`config.mk`:
```
export PLATFORM = sky130hd
export DESIGN_NAME = tx_channel_control_reg
export DESIGN_NICKNAME = d
export VERILOG_FILES = /design/src/core/txc_pkg.sv /design/src/core/dm_if.sv /design/src/core/drive_monitor.sv /design/src/core/tx_channel_control_reg.sv
export SDC_FILE = /design/constraint.sdc
export NUM_CORES = 1
export LEC_CHECK = 0
export ABC_CLOCK_PERIOD_IN_PS = 33200
export BUFFER_PORTS_ARGS = -buffer_cell sky130_fd_sc_hd__buf_2
export CAP_MARGIN = 40
export CORE_UTILIZATION = 45
export DETAILED_ROUTE_END_ITERATION = 8
export GPL_ROUTABILITY_DRIVEN = 0
export PLACE_DENSITY_LB_ADDON = 0.25
export SLEW_MARGIN = 20
export SYNTH_ARGS = -nofsm -noshare
export SYNTH_HDL_FRONTEND = slang
export SYNTH_SLANG_ARGS = --single-unit
```
`constraint.sdc`:
```
create_clock -name mclk -period 33.2 [get_ports mclk]
set_input_delay 4.98 -clock mclk [delete_from_list [all_inputs] [get_ports mclk]]
set_output_delay 4.98 -clock mclk [all_outputs]
set_load 0.05 [all_outputs]
```
`src/core/txc_pkg.sv`:
```
// constants for the per-channel transmit control register bank
// assumes an 8-bit parallel microprocessor port with channel in addr[7:4]
package txc_pkg;
	localparam int          DATA_W        = 8;
	localparam int          ADDR_W        = 8;
	localparam int          MAX_CHANNELS  = 16;
	localparam logic [3:0]  CTRL_SUBADDR  = 4'h4;
	localparam logic [7:0]  CTRL_RESET    = 8'h00;
	// bits 7, 6 and 3 are reserved and never stored
	localparam logic [7:0]  CTRL_RW_MASK  = 8'h37;
	localparam int          BIT_SHAPING   = 0;
	localparam int          BIT_EDGE_SEL  = 1;
	localparam int          BIT_ALL_ONES  = 2;
	localparam int          BIT_ERR_INS   = 4;
	localparam int          BIT_INT_MON   = 5;
	// bit periods without a bipolar pulse before the alarm is raised
	localparam int          DM_QUIET_BITS = 128;
endpackage

```
`src/core/dm_if.sv`:
```
// carrier between the register bank and one channel's drive monitor
// assumes all signals are already in the mclk domain
`timescale 1ns/1ps
interface dm_if;
	logic select;
	logic pad_pos;
	logic pad_neg;
	logic mon_pos;
	logic mon_neg;
	logic tick;
	logic alarm;
	modport monitor (
		input  select,
		input  pad_pos,
		input  pad_neg,
		input  mon_pos,
		input  mon_neg,
		input  tick,
		output alarm
	);
	modport owner (
		output select,
		output pad_pos,
		output pad_neg,
		output mon_pos,
		output mon_neg,
		output tick,
		input  alarm
	);
endinterface

```
`src/core/drive_monitor.sv`:
```
// transmit drive monitor for one channel
// assumes synchronised line levels and a one-cycle tick per bit period
`timescale 1ns/1ps
module drive_monitor (
	input wire logic mclk,
	input wire logic rst_n,
	dm_if.monitor    dm
);
	localparam int CW = $clog2(txc_pkg::DM_QUIET_BITS) + 1;
	localparam logic [CW-1:0] LAST =
		CW'(txc_pkg::DM_QUIET_BITS - 1);

	typedef struct packed {
		logic [CW-1:0] cnt;
		logic          alarm;
	} dm_state_s;

	dm_state_s st_r;
	dm_state_s st_nxt;
	logic      pulse;

	always_comb begin
		st_nxt = st_r;
		pulse = dm.mon_pos | dm.mon_neg;
		if (dm.select) begin
			pulse = dm.pad_pos | dm.pad_neg;
		end
		if (dm.tick) begin
			if (pulse) begin
				st_nxt.cnt   = '0;
				st_nxt.alarm = 1'b0;
			end else if (st_r.cnt == LAST) begin
				st_nxt.alarm = 1'b1;
			end else begin
				st_nxt.cnt = st_r.cnt + CW'(1);
			end
		end
	end

	always_ff @(posedge mclk or negedge rst_n) begin
		if (!rst_n) begin
			st_r <= '0;
		end else begin
			st_r <= st_nxt;
		end
	end

	assign dm.alarm = st_r.alarm;
endmodule

```
`src/core/tx_channel_control_reg.sv`:
```
// per-channel transmit control registers with drive monitors
// assumes asynchronous host strobes and line pins, all synchronised here
// assumes each line clock runs below a quarter of mclk
//
// Function
// - one 8-bit register per channel, 0xm4
// - bit 5 selects drive monitor source
// - bit 5 low: watch external monitor pair
// - bit 5 high: watch pads, ignore monitors
// - bit 4 rise inverts one PRBS bit
// - insert ignored unless PRBS gen, rx enabled
// - alarm after 128 quiet bits, clear on pulse
// - bit 2 sends unframed all ones
// - bit 1 picks transmit sampling edge
`timescale 1ns/1ps
module tx_channel_control_reg #(
	parameter int CHANNELS = 12
) (
	input  wire logic                mclk,
	input  wire logic                rstn,
	input  wire logic                cs_n,
	input  wire logic                wr_n,
	input  wire logic                rd_n,
	input  wire logic [7:0]          addr,
	input  wire logic [7:0]          data_in,
	output wire logic [7:0]          data_out,
	output wire logic                data_oe,
	input  wire logic [CHANNELS-1:0] tx_line_clock,
	input  wire logic [CHANNELS-1:0] line_out_positive,
	input  wire logic [CHANNELS-1:0] line_out_negative,
	input  wire logic [CHANNELS-1:0] monitor_in_positive,
	input  wire logic [CHANNELS-1:0] monitor_in_negative,
	input  wire logic [CHANNELS-1:0] prbs_gen_enable,
	input  wire logic [CHANNELS-1:0] prbs_rx_enable,
	output wire logic [CHANNELS-1:0] prbs_error_insert,
	output wire logic [CHANNELS-1:0] drive_monitor_alarm,
	output wire logic [CHANNELS-1:0] send_all_ones,
	output wire logic [CHANNELS-1:0] tx_sample_edge_select,
	output wire logic [CHANNELS-1:0] tx_pulse_shaping_select
);
	if (CHANNELS < 1 || CHANNELS > txc_pkg::MAX_CHANNELS) begin : g_chk
		$error("CHANNELS must lie between 1 and 16");
	end

	// layout of the synchronised pin vector: port pins, then channels
	localparam int P_CS   = 0;
	localparam int P_WR   = 1;
	localparam int P_RD   = 2;
	localparam int P_ADDR = 3;
	localparam int P_DATA = P_ADDR + txc_pkg::ADDR_W;
	localparam int P_CH   = P_DATA + txc_pkg::DATA_W;

	// order of one channel's pins inside its slice
	localparam int O_CLK  = 0;
	localparam int O_PADP = 1;
	localparam int O_PADN = 2;
	localparam int O_MONP = 3;
	localparam int O_MONN = 4;
	localparam int PER_CH = O_MONN + 1;
	localparam int PW     = P_CH + PER_CH * CHANNELS;

	// every flop of the bank but the drive monitors'; the reset synchroniser stays outside
	// because it drives this struct's own reset
	typedef struct packed {
		logic [PW-1:0]                     s1;
		logic [PW-1:0]                     s2;
		logic                              wr_prev;
		logic [CHANNELS-1:0]               clk_prev;
		logic [CHANNELS-1:0]               tick;
		logic [CHANNELS-1:0][7:0]          ctrl;
		logic [CHANNELS-1:0]               err_pulse;
		logic [7:0]                        rdata;
		logic                              oe;
	} bank_state_s;

	bank_state_s         st_r;
	bank_state_s         st_nxt;
	logic                rst_s1;
	logic                rst_n_sync;
	logic [PW-1:0]       pins;
	logic [7:0]          a_s;
	logic [7:0]          d_s;
	logic                wr_go;
	logic                rd_on;
	logic [7:0]          new_val;
	logic [CHANNELS-1:0] ins_arm;

	// high nibble selects the channel, low nibble the register;
	// channels past CHANNELS never match, so such reads return nothing
	function automatic logic chan_hit(input logic [7:0] a, input int c);
		chan_hit = (a[3:0] == txc_pkg::CTRL_SUBADDR) &&
			(a[7:4] == 4'(c));
	endfunction

	// index of pin k of channel c in the synchronised vector
	function automatic int pin_at(input int c, input int k);
		pin_at = P_CH + PER_CH * c + k;
	endfunction

	// reset asserts at once but leaves two edges late, so no flop of
	// the bank sees its release close to a clock edge
	always_ff @(posedge mclk or negedge rstn) begin
		if (!rstn) begin
			rst_s1     <= 1'b0;
			rst_n_sync <= 1'b0;
		end else begin
			rst_s1     <= 1'b1;
			rst_n_sync <= rst_s1;
		end
	end

	// every pin passes s1 then s2; only s2 is read, s1 may be metastable
	always_comb begin
		pins                             = '0;
		pins[P_CS]                       = cs_n;
		pins[P_WR]                       = wr_n;
		pins[P_RD]                       = rd_n;
		pins[P_DATA-1:P_ADDR]            = addr;
		pins[P_CH-1:P_DATA]              = data_in;
		for (int c = 0; c < CHANNELS; c++) begin
			pins[pin_at(c, O_CLK)]  = tx_line_clock[c];
			pins[pin_at(c, O_PADP)] = line_out_positive[c];
			pins[pin_at(c, O_PADN)] = line_out_negative[c];
			pins[pin_at(c, O_MONP)] = monitor_in_positive[c];
			pins[pin_at(c, O_MONN)] = monitor_in_negative[c];
		end
	end

	// address and data ride the same stages as the strobe; the host must
	// hold them steady before the strobe falls or a torn value is stored
	assign a_s   = st_r.s2[P_DATA-1:P_ADDR];
	assign d_s   = st_r.s2[P_CH-1:P_DATA];
	// a write is taken once, on the falling edge of the strobe
	assign wr_go = !st_r.s2[P_CS] && !st_r.s2[P_WR] && st_r.wr_prev;
	assign rd_on = !st_r.s2[P_CS] && !st_r.s2[P_RD];
	assign new_val = d_s & txc_pkg::CTRL_RW_MASK;
	assign ins_arm = prbs_gen_enable & prbs_rx_enable;

	always_comb begin
		st_nxt           = st_r;
		st_nxt.s1        = pins;
		st_nxt.s2        = st_r.s1;
		st_nxt.wr_prev   = st_r.s2[P_WR];
		st_nxt.err_pulse = '0;
		st_nxt.rdata     = '0;
		st_nxt.oe        = 1'b0;
		for (int c = 0; c < CHANNELS; c++) begin
			// one tick per rising edge of the line clock; a line clock
			// above a quarter of mclk would lose edges here
			st_nxt.clk_prev[c] = st_r.s2[pin_at(c, O_CLK)];
			st_nxt.tick[c] = st_r.s2[pin_at(c, O_CLK)] &&
				!st_r.clk_prev[c];
			if (wr_go && chan_hit(a_s, c)) begin
				st_nxt.ctrl[c] = new_val;
				// rising edge only
				// judged on the stored bit: a rise refused while the
				// PRBS ends are off is not replayed when they turn on
				if (!st_r.ctrl[c][txc_pkg::BIT_ERR_INS] &&
					new_val[txc_pkg::BIT_ERR_INS] && ins_arm[c]) begin
					st_nxt.err_pulse[c] = 1'b1;
				end
			end
			// channel register read, zero when not driving
			if (rd_on && chan_hit(a_s, c)) begin
				st_nxt.rdata = st_r.ctrl[c];
				st_nxt.oe    = 1'b1;
			end
		end
	end

	always_ff @(posedge mclk or negedge rst_n_sync) begin
		if (!rst_n_sync) begin
			st_r          <= '0;
			// strobes start idle high so no false write follows reset
			st_r.s1[P_CS] <= 1'b1;
			st_r.s1[P_WR] <= 1'b1;
			st_r.s1[P_RD] <= 1'b1;
			st_r.s2[P_CS] <= 1'b1;
			st_r.s2[P_WR] <= 1'b1;
			st_r.s2[P_RD] <= 1'b1;
			st_r.wr_prev  <= 1'b1;
			st_r.ctrl     <= {CHANNELS{txc_pkg::CTRL_RESET}};
		end else begin
			st_r <= st_nxt;
		end
	end

	// outputs come straight from the state flops
	assign data_out          = st_r.rdata;
	assign data_oe           = st_r.oe;
	assign prbs_error_insert = st_r.err_pulse;

	for (genvar c = 0; c < CHANNELS; c++) begin : g_ch
		// one drive monitor per channel, fed from the second sync stage
		dm_if dmi ();
		assign dmi.select  = st_r.ctrl[c][txc_pkg::BIT_INT_MON];
		assign dmi.pad_pos = st_r.s2[pin_at(c, O_PADP)];
		assign dmi.pad_neg = st_r.s2[pin_at(c, O_PADN)];
		assign dmi.mon_pos = st_r.s2[pin_at(c, O_MONP)];
		assign dmi.mon_neg = st_r.s2[pin_at(c, O_MONN)];
		assign dmi.tick    = st_r.tick[c];
		drive_monitor u_dm (
			.mclk  (mclk),
			.rst_n (rst_n_sync),
			.dm    (dmi.monitor)
		);
		assign drive_monitor_alarm[c] = dmi.alarm;
		assign send_all_ones[c] = st_r.ctrl[c][txc_pkg::BIT_ALL_ONES];
		assign tx_sample_edge_select[c] =
			st_r.ctrl[c][txc_pkg::BIT_EDGE_SEL];

		// pulse shaping choice is only passed on to the line driver
		assign tx_pulse_shaping_select[c] =
			st_r.ctrl[c][txc_pkg::BIT_SHAPING];
	end
endmodule

```
==> impl_metrics.tcl <==
set metrics [dict create \
    antenna_left 0 \
    timing.final.crit_share_pct 18.7 \
    dominant_combinational_cell_family_by_area_after_synthesis "simple AND/OR/NAND/NOR gates" \
    number_of_buffer_and_inverter_instances_along_the_worst_setup_path 1 \
    io-pin-count 174 \
    cts_repair_resize_count 0 \
    post_synth_fa_ha_maj_area_fraction_pct 1.05 \
    fp.dieArea_um2 32400 \
    detail_route.iter0.violations 525 \
    row_count 64 \
    gr-total-overflow 0 \
    ys_async_sr_fraction_pct 100 \
    clock-skew-final_ps 13.4 \
    area_growth_pct 15.5 \
    max_clock_freq_mhz 161 \
    yosysWarningCount 0 \
    timing.critical_path.slowest_stage_cell "sky130_fd_sc_hd__dfrtp_1" \
    fin_setup_tns_ps 0 \
    grt_max_degree 178 \
    slowest_delay_ps 400 \
    synth.avg_cell_area_um2 12.4 \
    core_region_area_um2 30900 \
    hold_path_class "reg2async" \
    grt_usage_pct 17.9 \
    grt_antenna_before_repair 1 \
    detailed_place_hpwl_um 19600 \
    worst_setup_path_startpoint "tx_pulse_shaping_select[7]" \
    synth_edf_count 0 \
    clk_latency_ps 520 \
    p_per_area_nw_per_um2 59.1 \
    timing.final.hold_violations 0 \
    vdd.ir_drop.worst_v 0.0000557 \
    synth-main-ff-cell "sky130_fd_sc_hd__dfrtp_1" \
    slew_headroom_pct 36.3 \
    die_span_in_y_um 180 \
    detail_route.drc_violations 0 \
    crit_fanout 4 \
    crit_chain "buf_2" \
    grt_pass1_wl_um 46000 \
    synth_compound_gate_area_share_pct 6.58 \
    cts_inserted_buffers 38 \
    post-cts-setup-buffers 0 \
    post-synth-top-count-cell "sky130_fd_sc_hd__dfrtp_1" \
    worstSetupEndpointType "output port" \
    period_minus_slack_ps 6210 \
    post-synth-top-area-cell "sky130_fd_sc_hd__dfrtp_1" \
    netlist_top_cells_count "sky130_fd_sc_hd__dfrtp_1 (358), sky130_fd_sc_hd__nor2_1 (116), sky130_fd_sc_hd__buf_4 (68)" \
    worstPathArrival_ps 1230 \
    timing.critical_path.from_type "flop" \
    synth_mux_area_share_pct 6.24 \
    drt_pre_antenna_iters 4 \
    design.final.nets 1386 \
    synth.cell_area_um2 14300 \
    cts_num_sinks 365 \
    cap_violations 0 \
    tightestPinTransition_ps 955 \
    htree_num_levels 2 \
    via_count 8726 \
    initial_utilization_pct 46.1 \
    synth-seq-area-share_pct 64.1 \
    vias_in_the_first_global_route 8732 \
    port_buffers 167 \
    required_ps 28220 \
    floorplan.die.width_um 180 \
    critical_path.top_delay_family "flip-flops" \
    placedInstanceArea_um2 15100 \
    clk_path_buf_depth 3 \
    cts_hold_repair.buffers 0 \
    tritoncts_clock_tree "built" \
    critical_path_cell_count 1 \
    clkTransAtPathRegs_ps 60 \
    ys_top_cells_by_area "sky130_fd_sc_hd__dfrtp_1 (63%), sky130_fd_sc_hd__mux2_2 (5.3%), sky130_fd_sc_hd__buf_4 (3.6%), sky130_fd_sc_hd__nor2_1 (3.1%), sky130_fd_sc_hd__xor2_1 (2.3%)" \
    rr_worst_depth 5 \
    outcome "finished clean" \
    drive_gt1_share_pct 25.0 \
    critical_path_class "reg2out" \
    synthesis.instances 1152 \
    netlist-cell-type-count 62 \
    finish.instance_area_um2 16500 \
    power.static_leakage_nw 7.87 \
    synth_xor_xnor_area_share_pct 3.26 \
    synth_top_cell_area_share_pct 62.8 \
    cts.root.buffer_cell "sky130_fd_sc_hd__clkbuf_16" \
    synth.ff_latch_count 365 \
    setup-violations-final 0 \
    rsz0062_at_grt "no" \
    vias_per_cell 5.15 \
    detail_route.wl_per_cell_um 16.6 \
    drt-total-wl_um 28200 \
    final-max-slew-violation-count 0 \
    fillerInstances 2661 \
    post_synth_and_or_nand_nor_area_fraction_pct 13.7 \
    crit-reg2reg-launch "a_s[1]" \
]
## sequential cells by signal, indices dropped and copies added, names as in the netlist, 8 cells and up
| name | flops |
|---|---|
| g_ch.u_dm.st_r | 96 |
| st_nxt | 89 |
| st_r | 27 |
| g_ch.dmi.mon_neg | 12 |
| g_ch.dmi.mon_pos | 12 |
| g_ch.dmi.pad_neg | 12 |
| g_ch.dmi.pad_pos | 12 |
| g_ch.dmi.select | 12 |
| g_ch.dmi.tick | 12 |
| g_ch.u_dm.dm.alarm | 12 |
| prbs_error_insert | 12 |
| send_all_ones | 12 |
| tx_pulse_shaping_select | 12 |
| tx_sample_edge_select | 12 |
| a_s | 8 |
## metrics by stage
step	utilization, %	std cells	hold slack [ps]	setup slack (ps)	power, W
3_5_place_dp	48.8	1625	297	27530	0.000520
6_report	53.3	1694	280	26990	0.000973
3_3_place_gp	48.6	1620	294	27550	0.000517
2_1_floorplan	-	1154	331	22290	0.000504
5_1_grt	53.3	1693	333	26930	0.00101
4_1_cts	53.3	1693	302	26970	0.000988
## worst paths after layout
kind | to | slack [ps]
min in group mclk | g_ch[11].dmi.pad_pos | 340
max reg2reg | g_ch[2].dmi.select | 30730
max in group asynchronous | rst_n_sync | 28850
max | tx_pulse_shaping_select[7] | 26990
min | st_nxt[170] | 280
min reg2reg | st_nxt[170] | 280
## power breakdown
| part | leakage (nW) | switching, W | internal (W) |
|---|---|---|---|
| combinational | 2.51 | 0.0000238 | 0.0000142 |
| sequential | 4.68 | 0.0000117 | 0.000461 |
| clock | 0.679 | 0.000171 | 0.000292 |
| total | 7.87 | 0.000207 | 0.000767 |
## cell usage in the layout (no fill, tap or decap), types with 8 or more instances in the layout
| cell type | Yosys | final |
|---|---|---|
| sky130_fd_sc_hd__or3_1 | 12 | 12 |
| sky130_fd_sc_hd__nor3_1 | 30 | 30 |
| sky130_fd_sc_hd__xnor2_1 | 15 | 15 |
| sky130_fd_sc_hd__a31oi_1 | 8 | 8 |
| sky130_fd_sc_hd__inv_1 | 18 | 18 |
| sky130_fd_sc_hd__nand2b_1 | 11 | 11 |
| sky130_fd_sc_hd__mux2_2 | 67 | 67 |
| sky130_fd_sc_hd__nand2_1 | 60 | 60 |
| sky130_fd_sc_hd__nand4_1 | 32 | 32 |
| sky130_fd_sc_hd__nor2b_1 | 19 | 19 |
| sky130_fd_sc_hd__and3_1 | 18 | 18 |
| sky130_fd_sc_hd__dfrtp_1 | 358 | 357 |
| sky130_fd_sc_hd__xor2_1 | 38 | 38 |
| sky130_fd_sc_hd__a21oi_1 | 40 | 40 |
| sky130_fd_sc_hd__ha_1 | 12 | 12 |
| sky130_fd_sc_hd__nand3_1 | 18 | 18 |
| sky130_fd_sc_hd__clkbuf_16 | 0 | 39 |
| sky130_fd_sc_hd__mux2i_1 | 9 | 9 |
| sky130_fd_sc_hd__nand4b_1 | 12 | 12 |
| sky130_fd_sc_hd__and3b_1 | 8 | 8 |
| sky130_fd_sc_hd__buf_2 | 0 | 168 |
| sky130_fd_sc_hd__bufinv_16 | 0 | 8 |
| sky130_fd_sc_hd__o21ai_0 | 35 | 35 |
| sky130_fd_sc_hd__nor2_1 | 116 | 116 |
| sky130_fd_sc_hd__and2_1 | 16 | 16 |
## cell families (layout without fill, tap and decap cells)
kind of cell | Yosys count | count (layout)
muxes | 78 | 78
buffers and inverters | 120 | 263
other | 2 | 5
DFF | 365 | 365
xor gates and xnor gates | 53 | 53
adders and majority gates | 12 | 12
AOI/OAI and AO/OA | 145 | 145
and+or+nand+nor | 377 | 377
## area by class of cell
cell class                      count  area [µm²]  share of cell area [%]
Inverter                           18        67.6                   0.410
Timing Repair Buffer              177         957                    5.81
Sequential cell                   365        9150                    55.5
Clock buffer                       49        1070                    6.52
Clock inverter                     19         312                    1.89
Multi-Input combinational cell    669        4420                    26.8
Antenna cell                        1        2.50                  0.0152
Tap cell                          396         495                    3.01
## layer usage
metal / vias up / wire length, µm / track usage, %
li1: 4197 / - / -
met1: 4296 / 12600 / 24.0
met2: 180 / 13100 / 28.4
met3: 53 / 1810 / 4.84
met4: 0 / 648 / 5.83
met5: - / 0 / 0
No activity file was read; power rests on OpenSTA's default activity.
